**config.mk**
```make
export PLATFORM = sky130hd
export DESIGN_NAME = dma_channel
export DESIGN_NICKNAME = d
export VERILOG_FILES = /design/src/core/dma_pkg.sv /design/src/core/stream_fifo.sv /design/src/core/dma_channel.sv
export SDC_FILE = /design/constraint.sdc
export NUM_CORES = 2
export LEC_CHECK = 0
export BUFFER_PORTS_ARGS = -buffer_cell sky130_fd_sc_hd__buf_2
export CAP_MARGIN = 10
export CORE_MARGIN = 5
export CORE_UTILIZATION = 40
export DETAILED_ROUTE_END_ITERATION = 7
export PLACE_DENSITY = 0.59
export SYNTH_ARGS = -nofsm -noshare
export SYNTH_HDL_FRONTEND = slang
export SYNTH_SLANG_ARGS = --single-unit
```
**constraint.sdc**
```tcl
create_clock -name pclk -period 4.1 [get_ports pclk]
set_input_delay 0.615 -clock pclk [delete_from_list [all_inputs] [get_ports pclk]]
set_output_delay 0.615 -clock pclk [all_outputs]
set_load 0.02 [all_outputs]
```
**src/core/dma_pkg.sv**
```systemverilog
// constants, field layout and carrier types of one dma channel
// assumes a 32-bit apb slave port and an 8-bit word-aligned register window
package dma_pkg;

   localparam int unsigned AW    = 8;
   localparam int unsigned DW    = 32;
   localparam int unsigned CW    = 16;
   localparam int unsigned EVT_N = 32;
   localparam int unsigned FDEP  = 8;

   // register byte offsets
   localparam logic [AW-1:0] OFS_CTRL    = 8'h00;
   localparam logic [AW-1:0] OFS_IDX_A   = 8'h04;
   localparam logic [AW-1:0] OFS_IDX_B   = 8'h08;
   localparam logic [AW-1:0] OFS_RLD_A   = 8'h0C;
   localparam logic [AW-1:0] OFS_RLD_B   = 8'h10;
   localparam logic [AW-1:0] OFS_GADDR_A = 8'h14;
   localparam logic [AW-1:0] OFS_GADDR_B = 8'h18;
   localparam logic [AW-1:0] OFS_GADDR_C = 8'h1C;
   localparam logic [AW-1:0] OFS_SRC     = 8'h20;
   localparam logic [AW-1:0] OFS_DST     = 8'h24;
   localparam logic [AW-1:0] OFS_COUNT   = 8'h28;

   // read-sync event codes
   localparam logic [4:0] EVT_NONE        = 5'h00;
   localparam logic [4:0] EVT_CH3_DONE    = 5'h0B;
   localparam logic [4:0] EVT_SP0_TX      = 5'h0C;
   localparam logic [4:0] EVT_SP0_RX      = 5'h0D;
   localparam logic [4:0] EVT_SP1_TX      = 5'h0E;
   localparam logic [4:0] EVT_SP1_RX      = 5'h0F;
   localparam logic [4:0] EVT_HOST        = 5'h10;
   localparam logic [4:0] EVT_SP2_TX      = 5'h11;
   localparam logic [4:0] EVT_SP2_RX      = 5'h12;
   localparam logic [4:0] EVT_RSV_FIRST   = 5'h13;

   localparam logic [1:0] ESZ_32 = 2'h0;
   localparam logic [1:0] ESZ_16 = 2'h1;
   localparam logic [1:0] ESZ_8  = 2'h2;

   localparam logic [DW-1:0] STEP_32 = 32'h0000_0004;
   localparam logic [DW-1:0] STEP_16 = 32'h0000_0002;
   localparam logic [DW-1:0] STEP_8  = 32'h0000_0001;
   localparam logic [DW-1:0] STEP_0  = 32'h0000_0000;

   localparam logic [1:0] UPD_KEEP = 2'h0;
   localparam logic [1:0] UPD_INC  = 2'h1;
   localparam logic [1:0] UPD_DEC  = 2'h2;
   localparam logic [1:0] UPD_IDX  = 2'h3;

   localparam logic [1:0] ST_STOPPED   = 2'h0;
   localparam logic [1:0] ST_RUNNING   = 2'h1;
   localparam logic [1:0] ST_PAUSED    = 2'h2;
   localparam logic [1:0] ST_RUN_RLD   = 2'h3;

   localparam logic [1:0] CMD_STOP     = 2'h0;
   localparam logic [1:0] CMD_START    = 2'h1;
   localparam logic [1:0] CMD_PAUSE    = 2'h2;
   localparam logic [1:0] CMD_START_RLD = 2'h3;

   localparam logic [1:0] SPLIT_OFF = 2'h0;
   localparam logic [1:0] SPLIT_A   = 2'h1;
   localparam logic [1:0] SPLIT_B   = 2'h2;

   typedef struct packed {
      logic [12:0] upper;
      logic [4:0]  read_sync_event_select;
      logic        index_sel;
      logic        count_reload_select;
      logic [1:0]  split_sel;
      logic [1:0]  element_width_select;
      logic [1:0]  dest_addr_update_mode;
      logic [1:0]  src_addr_update_mode;
      logic [1:0]  status;
      logic [1:0]  start;
   } ctrl_t;

   localparam ctrl_t       CTRL_RESET  = '0;
   localparam logic [DW-1:0] WORD_RESET = 32'h0000_0000;
   localparam logic [CW-1:0] COUNT_ZERO = 16'h0000;
   localparam logic [CW-1:0] COUNT_ONE  = 16'h0001;

   typedef struct packed {
      logic          req;
      logic [DW-1:0] addr;
      logic [1:0]    size;
   } rd_req_t;

   typedef struct packed {
      logic          req;
      logic [DW-1:0] addr;
      logic [DW-1:0] data;
      logic [1:0]    size;
   } wr_req_t;

   typedef enum logic {RD_IDLE, RD_WAIT} rd_ph_t;

   function automatic logic [DW-1:0] step_bytes(input logic [1:0] esz);
      case (esz)
         ESZ_32:  step_bytes = STEP_32;
         ESZ_16:  step_bytes = STEP_16;
         ESZ_8:   step_bytes = STEP_8;
         default: step_bytes = STEP_0;
      endcase
   endfunction : step_bytes

   function automatic logic [DW-1:0] next_addr(input logic [DW-1:0] a,
                                              input logic [1:0]    mode,
                                              input logic [1:0]    esz,
                                              input logic [DW-1:0] idx);
      case (mode)
         UPD_INC: next_addr = a + step_bytes(esz);
         UPD_DEC: next_addr = a - step_bytes(esz);
         UPD_IDX: next_addr = a + idx;
         default: next_addr = a;
      endcase
   endfunction : next_addr

endpackage : dma_pkg

```
**src/core/stream_fifo.sv**
```systemverilog
// small synchronous fifo with valid/ready on both sides
// assumes depth is a power of two; flush empties it in one cycle
`timescale 1ns/1ps
`default_nettype none
module stream_fifo #(
   parameter int unsigned WIDTH = 32,
   parameter int unsigned DEPTH = 8
) (
   input  wire logic             clk,
   input  wire logic             rst_n,
   input  wire logic             ce,
   input  wire logic             flush,
   input  wire logic             in_valid,
   output logic                  in_ready,
   input  wire logic [WIDTH-1:0] in_data,
   output logic                  out_valid,
   input  wire logic             out_ready,
   output logic [WIDTH-1:0]      out_data
);
   localparam int unsigned PW = $clog2(DEPTH);

   typedef struct packed {
      logic [DEPTH-1:0][WIDTH-1:0] mem;
      logic [PW-1:0]               wp;
      logic [PW-1:0]               rp;
      logic [PW:0]                 cnt;
   } fifo_st_t;

   fifo_st_t q;
   fifo_st_t d;
   logic     push;
   logic     pop;

   assign in_ready  = q.cnt != (PW+1)'(DEPTH);
   assign out_valid = q.cnt != '0;
   assign out_data  = q.mem[q.rp];
   assign push      = in_valid & in_ready;
   assign pop       = out_valid & out_ready;

   always_comb
   begin
      d = q;
      if (push)
      begin
         d.mem[q.wp] = in_data;
         d.wp        = q.wp + PW'(1);
      end
      if (pop)
         d.rp = q.rp + PW'(1);
      // pointers wrap naturally since depth is a power of two
      d.cnt = q.cnt + (PW+1)'(push) - (PW+1)'(pop);
      if (flush)
      begin
         d.wp  = '0;
         d.rp  = '0;
         d.cnt = '0;
      end
   end

   always_ff @(posedge clk or negedge rst_n)
   begin
      if (!rst_n)
         q <= '0;
      else if (ce)
         q <= d;
   end
endmodule : stream_fifo
`default_nettype wire

```
**src/core/dma_channel.sv**
```systemverilog
// one dma channel: apb register file, read engine, fifo, write engine
// assumes memory ports on pclk; event lines are asynchronous pins
`timescale 1ns/1ps
`default_nettype none

// Contract
// - codes Bh..Fh select ch3 and serial events
// - codes 10h..12h map; 13h-1Fh reserved
// - bit 13 picks index register A/B
// - bit 12 picks count reload A/B
// - split field picks address A/B/C or off
// - element size 32/16/8 bits, byte steps
// - destination keep/inc/dec/index after element
// - source keep/inc/dec/index after element
// - decrement by element size in bytes
// - index mode uses currently selected index
// - status: stopped, running, paused, running_with_reload
module dma_channel
   import dma_pkg::*;
(
   input  wire logic             pclk,
   input  wire logic             presetn,
   input  wire logic             ce,
   input  wire logic             psel,
   input  wire logic             penable,
   input  wire logic             pwrite,
   input  wire logic [AW-1:0]    paddr,
   input  wire logic [DW-1:0]    pwdata,
   output logic [DW-1:0]         prdata,
   output logic                  pready,
   output logic                  pslverr,
   input  wire logic [EVT_N-1:0] event_lines,
   output rd_req_t               rd_out,
   input  wire logic             rd_valid,
   input  wire logic [DW-1:0]    rd_data,
   output wr_req_t               wr_out,
   input  wire logic             wr_ack,
   output logic                  split_en,
   output logic [DW-1:0]         split_addr
);

   typedef struct packed {
      ctrl_t            ctrl;
      logic [DW-1:0]    idx_a;
      logic [DW-1:0]    idx_b;
      logic [DW-1:0]    rld_a;
      logic [DW-1:0]    rld_b;
      logic [DW-1:0]    gaddr_a;
      logic [DW-1:0]    gaddr_b;
      logic [DW-1:0]    gaddr_c;
      logic [DW-1:0]    src;
      logic [DW-1:0]    dst;
      logic [CW-1:0]    count;
      rd_ph_t           rd_ph;
      logic             pready;
      logic             pslverr;
      logic [DW-1:0]    prdata;
      rd_req_t          rd;
      wr_req_t          wr;
      logic             split_en;
      logic [DW-1:0]    split_addr;
      logic [EVT_N-1:0] s1;
      logic [EVT_N-1:0] s2;
      logic [EVT_N-1:0] s3;
      logic [EVT_N-1:0] lvl;
      logic             pend;
   } chan_st_t;

   chan_st_t q;
   chan_st_t d;

   logic          f_in_valid;
   logic          f_in_ready;
   logic          f_out_valid;
   logic          f_out_ready;
   logic [DW-1:0] f_out_data;
   logic          f_flush;

   assign prdata     = q.prdata;
   assign pready     = q.pready;
   assign pslverr    = q.pslverr;
   assign rd_out     = q.rd;
   assign wr_out     = q.wr;
   assign split_en   = q.split_en;
   assign split_addr = q.split_addr;

   logic running;
   logic wr_commit;
   logic cmd_write;
   logic issue_rd;
   logic pop_wr;
   logic done;
   logic ev_hit;
   logic [EVT_N-1:0] agree;
   logic [EVT_N-1:0] rise;
   logic [DW-1:0]    idx_sel;

   assign running = (q.ctrl.status == ST_RUNNING) | (q.ctrl.status == ST_RUN_RLD);
   // writes land on the edge that also samples pready high
   assign wr_commit = psel & penable & pwrite & q.pready;
   assign cmd_write = wr_commit & (paddr == OFS_CTRL);

   // only s2/s3 feed logic; s1 is read by s2 alone
   assign agree = ~(q.s2 ^ q.s3);
   assign rise  = q.s2 & agree & ~q.lvl;

   assign ev_hit = (q.ctrl.read_sync_event_select < EVT_RSV_FIRST) &
                   rise[q.ctrl.read_sync_event_select];

   assign idx_sel = q.ctrl.index_sel ? q.idx_b : q.idx_a;

   // one read outstanding; fifo space checked before issue
   assign issue_rd = running & (q.rd_ph == RD_IDLE) & (q.count != COUNT_ZERO) &
                     f_in_ready &
                     ((q.ctrl.read_sync_event_select == EVT_NONE) | q.pend);
   assign f_in_valid  = rd_valid & (q.rd_ph == RD_WAIT);
   assign f_out_ready = running & ~q.wr.req;
   assign pop_wr      = f_out_valid & f_out_ready;
   assign done = running & (q.count == COUNT_ZERO) & (q.rd_ph == RD_IDLE) &
                 ~f_out_valid & ~q.wr.req;
   assign f_flush = cmd_write & (pwdata[1:0] == CMD_STOP);

   always_comb
   begin
      d = q;
      d.pready  = 1'b0;
      d.pslverr = 1'b0;
      d.rd.req  = 1'b0;

      // read data captured in the first access cycle
      if (psel & penable & ~q.pready)
      begin
         d.pready  = 1'b1;
         d.prdata  = WORD_RESET;
         case (paddr)
            OFS_CTRL:    d.prdata = q.ctrl;
            OFS_IDX_A:   d.prdata = q.idx_a;
            OFS_IDX_B:   d.prdata = q.idx_b;
            OFS_RLD_A:   d.prdata = q.rld_a;
            OFS_RLD_B:   d.prdata = q.rld_b;
            OFS_GADDR_A: d.prdata = q.gaddr_a;
            OFS_GADDR_B: d.prdata = q.gaddr_b;
            OFS_GADDR_C: d.prdata = q.gaddr_c;
            OFS_SRC:     d.prdata = q.src;
            OFS_DST:     d.prdata = q.dst;
            OFS_COUNT:   d.prdata = {{(DW-CW){1'b0}}, q.count};
            default:     d.pslverr = 1'b1;
         endcase
      end

      if (wr_commit)
      begin
         case (paddr)
            OFS_CTRL:    d.ctrl        = ctrl_t'(pwdata);
            OFS_IDX_A:   d.idx_a       = pwdata;
            OFS_IDX_B:   d.idx_b       = pwdata;
            OFS_RLD_A:   d.rld_a       = pwdata;
            OFS_RLD_B:   d.rld_b       = pwdata;
            OFS_GADDR_A: d.gaddr_a     = pwdata;
            OFS_GADDR_B: d.gaddr_b     = pwdata;
            OFS_GADDR_C: d.gaddr_c     = pwdata;
            OFS_SRC:     d.src         = pwdata;
            OFS_DST:     d.dst         = pwdata;
            OFS_COUNT:   d.count       = pwdata[CW-1:0];
            default:     d.ctrl        = q.ctrl;
         endcase
         // status bits are read-only to software
         d.ctrl.status = q.ctrl.status;
      end

      // event synchroniser: a change counts once s2 and s3 agree
      d.s1  = event_lines;
      d.s2  = q.s1;
      d.s3  = q.s2;
      d.lvl = (q.lvl & ~agree) | (q.s2 & agree);

      // read engine
      if (issue_rd)
      begin
         d.rd.req  = 1'b1;
         d.rd.addr = q.src;
         d.rd.size = q.ctrl.element_width_select;
         d.rd_ph   = RD_WAIT;
         d.count   = q.count - COUNT_ONE;
         d.src = next_addr(q.src, q.ctrl.src_addr_update_mode,
                           q.ctrl.element_width_select, idx_sel);
      end
      if (f_in_valid)
         d.rd_ph = RD_IDLE;

      // pending event: a new event beats the consuming clear
      d.pend = (q.pend & ~issue_rd) | ev_hit;

      // write engine
      if (q.wr.req & wr_ack)
         d.wr.req = 1'b0;
      if (pop_wr)
      begin
         d.wr.req  = 1'b1;
         d.wr.addr = q.dst;
         d.wr.data = f_out_data;
         d.wr.size = q.ctrl.element_width_select;
         d.dst = next_addr(q.dst, q.ctrl.dest_addr_update_mode,
                           q.ctrl.element_width_select, idx_sel);
      end

      // end of block: reload or stop
      if (done)
      begin
         if (q.ctrl.status == ST_RUN_RLD)
            d.count = q.ctrl.count_reload_select ? q.rld_b[CW-1:0] : q.rld_a[CW-1:0];
         else
            d.ctrl.status = ST_STOPPED;
      end

      if (cmd_write)
      begin
         case (pwdata[1:0])
            CMD_START:     d.ctrl.status = ST_RUNNING;
            CMD_PAUSE:     d.ctrl.status = ST_PAUSED;
            CMD_START_RLD: d.ctrl.status = ST_RUN_RLD;
            default:
            begin
               // stop aborts: in-flight read and write are dropped
               d.ctrl.status = ST_STOPPED;
               d.rd_ph       = RD_IDLE;
               d.wr.req      = 1'b0;
               d.pend        = 1'b0;
            end
         endcase
      end

      d.split_en = d.ctrl.split_sel != SPLIT_OFF;
      case (d.ctrl.split_sel)
         SPLIT_A: d.split_addr = q.gaddr_a;
         SPLIT_B: d.split_addr = q.gaddr_b;
         default: d.split_addr = q.gaddr_c;
      endcase
   end

   // reserved size gives a zero step
   always_ff @(posedge pclk or negedge presetn)
   begin
      if (!presetn)
      begin
         q      <= '0;
         q.ctrl <= CTRL_RESET;
      end
      else if (ce)
         q <= d;
   end

   stream_fifo #(
      .WIDTH (DW),
      .DEPTH (FDEP)
   ) u_fifo (
      .clk       (pclk),
      .rst_n     (presetn),
      .ce        (ce),
      .flush     (f_flush),
      .in_valid  (f_in_valid),
      .in_ready  (f_in_ready),
      .in_data   (rd_data),
      .out_valid (f_out_valid),
      .out_ready (f_out_ready),
      .out_data  (f_out_data)
   );

endmodule : dma_channel
`default_nettype wire

```
==> out/qor.log <==
INFO  power          design_power_total=19.23mW
INFO  setup_path     r2r_slack=0.23ns
INFO  logic_synthesis number_of_synthesized_flops_with_an_enable_pin=0
INFO  logic_synthesis mappedNetlistNets=4,102
INFO  setup_path     cp.required=4.65ns
INFO  routing        residual_drc=0
INFO  clock_network  ctsHtreeMaxLevel=3
INFO  setup_path     critical_path_arrival=4.42ns
INFO  cells_and_area seq_area=21,250squm
INFO  logic_synthesis synth_cells=3,889
INFO  logic_synthesis ys_types=88
INFO  global_routing grt_use_met3=0.05100
INFO  timing         final.setup.tns=0ns
INFO  timing         report.final.hold_viol_count=0
INFO  cells_and_area layoutNonFillerInstCount=5,574
INFO  routing        num_vias=31,750
INFO  setup_path     timing.critical_path.mode_cell=sky130_fd_sc_hd__o21ai_0
INFO  timing         final_period_minus_worst_setup_slack=3.873ns
INFO  routing        routed_wl=141,400um
INFO  cells_and_area mostFrequentLayoutCells=sky130_fd_sc_hd__dfrtp_1, sky130_fd_sc_hd__mux2_2, sky130_fd_sc_hd__nand2_1, sky130_fd_sc_hd__buf_2, sky130_fd_sc_hd__o21ai_0
INFO  timing         final_min_period_over_clock_period=0.9447
INFO  setup_path     setup.worst_path.class=reg -> reg
INFO  logic_synthesis ys_seq_area_frac=0.4799
INFO  placement      gpl.final_weighted_congestion=0.9303
INFO  power          worst_ir_drop_on_vdd=0.3695mV
INFO  clock_network  cts_setup_buffers=0
INFO  logic_synthesis syn_area=44,270squm
INFO  setup_path     critical_path.endpoint_type=flop
INFO  global_routing globalRoute.busiestLayer=met2
INFO  timing         final-setup-viol-count=0
INFO  clock_network  clkTransAtPathRegs=0.06ns
INFO  global_routing grt_max_degree=116
INFO  min_path       worstHoldPathType=in -> reg
INFO  clock_network  ctsRootBufferMaster=sky130_fd_sc_hd__clkbuf_16
INFO  floorplan      ioPinCount=281
INFO  setup_path     critPathMaxStageDelay=0.43ns
INFO  global_routing vias_in_the_first_global_route=31,970
INFO  logic_synthesis postSynthRegisterBits=849
INFO  logic_synthesis yosys_most_used_dff=sky130_fd_sc_hd__dfrtp_1
INFO  timing         grt_setup_unrepaired=false
INFO  floorplan      fp.dieArea=117,400squm
INFO  cells_and_area syn2layout_area_growth=13.37%
INFO  routing        drtIter0Drc=2,283
INFO  setup_path     crit_path_launch_type=flop
INFO  routing        postRouteAntennaNets=0
INFO  timing         slew_headroom=0.2461
INFO  routing        drt-pass1-iter-count=8
INFO  cells_and_area nFillCells=10,450
INFO  timing         worstMarginPinSlew=1.128ns
INFO  clock_network  numCtsBuffers=98
INFO  global_routing grt_antenna_before_repair=22
INFO  timing         max_freq=0.2582GHz
INFO  timing         clock_tree_skew_after_final_layout=0.03590ns
INFO  cells_and_area layout_commonest_cell=sky130_fd_sc_hd__dfrtp_1
INFO  logic_synthesis avgSynthCellArea=11.38squm
INFO  setup_path     path_max_fanout=17
INFO  cells_and_area area_of_the_multi_input_gates=20,590squm
INFO  global_routing grt.total_usage=0.2368
INFO  clock_network  clock_latency=0.70ns
INFO  setup_path     worst_path_dominant_cell_family=compound AO/OA/AOI/OAI gates
INFO  logic_synthesis synth_async_sr_flop_share=1.000
INFO  clock_network  cts_tree=yes
INFO  routing        drt-vias-per-instance=5.696
INFO  placement      post-dp-hpwl=101,300um
INFO  setup_path     worst-path-buf-inv=2
INFO  floorplan      die_height=342.7um
INFO  floorplan      die_width=342.7um
INFO  power          power.static_leakage=23.82nW
INFO  placement      port-buffer-count=267
INFO  floorplan      fp-row-count=122
INFO  power          pwr_density_cell=383.1nW/um^2
INFO  placement      placed_cells=5,378
INFO  cells_and_area fin_nets=4,204
INFO  setup_path     critical-path-slowest-cell=sky130_fd_sc_hd__dfrtp_2
INFO  global_routing use_met2=0.4034
INFO  floorplan      design.core.area=110,400squm
INFO  cells_and_area drive_above_1_share=0.3401
INFO  clock_network  clock_sinks=849
INFO  logic_synthesis yosysWarnings=0
INFO  status         run_status=complete, no violations
INFO  routing        wire_per_inst=25.37um
INFO  global_routing groute.layer.met1.usage=0.2915
INFO  global_routing grt_first_pass_wirelength=210,100um
INFO  floorplan      start_util=0.4012
INFO  global_routing grt_overflow_total=0
INFO  timing         timing_max_transition_violations_final=0
INFO  clock_network  cts.path.max_buffers=3
INFO  setup_path     cp_cell_sequence=buf_4 -> buf_6 -> mux2i_1 -> o21ai_0 -> ha_1 -> and4_1 -> nand2_1 -> nor2_1 -> o211ai_1 -> a31oi_1 -> o22ai_1 -> o21ai_0 -> xnor2_1 -> o221ai_1
INFO  run            timing.max_cap.violations=0
-- path summary, 6_finish.rpt --
check | start | endpoint | cells after the start
worst max-delay path | q[616] | q[345] | 14
worst min-delay path | event_lines[18] | d[83] | 2
worst max register to register | q[616] | q[345] | 14
worst min register to register | wr_out[6] | wr_out[6] | 2
max in group asynchronous | presetn | u_fifo.q[68] | 3
min in group asynchronous | presetn | rd_out[26] | 2
-- per-layer routing --
layer | vias to the layer above | routed length [um]
met2 | 1033 | 69610
met3 | 300 | 9056
met1 | 16200 | 55760
met4 | 12 | 6928
met5 | - | 73
li1 | 14210 | -
-- registers in the layout, summed over array words and instances (netlist names), named ones only --
register    cells
wr_out         67
split_addr     32
d              38
rd_out         35
pready          1
u_fifo.q      266
q             357
pslverr         1
split_en        1
prdata         32
-- what timing repair did --
item | 4_1_cts | 5_1_grt
hold endpoints to repair | 9 | 0
gates resized for setup | 0 | 7
hold buffers | 1 | 0
setup endpoints to repair | 0 | 15
-- area by class of cell --
class | count | share of cell area
antenna | 14 | 0.0006980
clock buffer | 138 | 0.05626
clock inverter | 43 | 0.01039
inverter | 43 | 0.003216
multi-input combinational | 2548 | 0.4102
sequential | 849 | 0.4234
tap | 1488 | 0.03709
timing repair buffer | 451 | 0.05868
-- power breakdown --
part | total (mW) | switching (mW) | internal, mW
sequential | 8.89 | 0.242 | 8.65
clock | 8.98 | 3.76 | 5.23
combinational | 1.36 | 0.840 | 0.516
-- stage by stage --
| stage | hold WS, ns | cell area, sq um | util | worst slack, ns |
|---|---|---|---|---|
| floorplan | 0.3194 | 44270 | - | 0.3814 |
| global placement | 0.4538 | 46780 | 0.4239 | 0.1732 |
| detailed placement | 0.4589 | 46780 | 0.4239 | 0.1687 |
| CTS | 0.09544 | 50140 | 0.4543 | 0.1203 |
| global route | 0.1163 | 50160 | 0.4545 | 0.04086 |
| finish | 0.1484 | 50190 | 0.4548 | 0.2266 |
-- cells by family after synthesis --
logic type	synth area share
mux	0.2347
simple gates	0.07961
compound gates	0.1095
fa+ha+maj	0.02905
buf+inv	0.05757
xor+xnor	0.009694
flops	0.4799
-- synth_stat cells, drive strengths merged, types with 54 or more instances --
cell type  instances  share of area
a21oi            160          0.018
a22oi             60          0.010
buf              253          0.037
clkbuf           196          0.017
dfrtp            849           0.48
ha                98          0.028
mux2             651           0.17
mux2i            146          0.033
mux4              71          0.036
nand2            327          0.028
nand3             67         0.0076
nor2             169          0.015
nor3              54         0.0062
o21ai            261          0.030
Note: power is estimated with default switching activity, not from simulation.
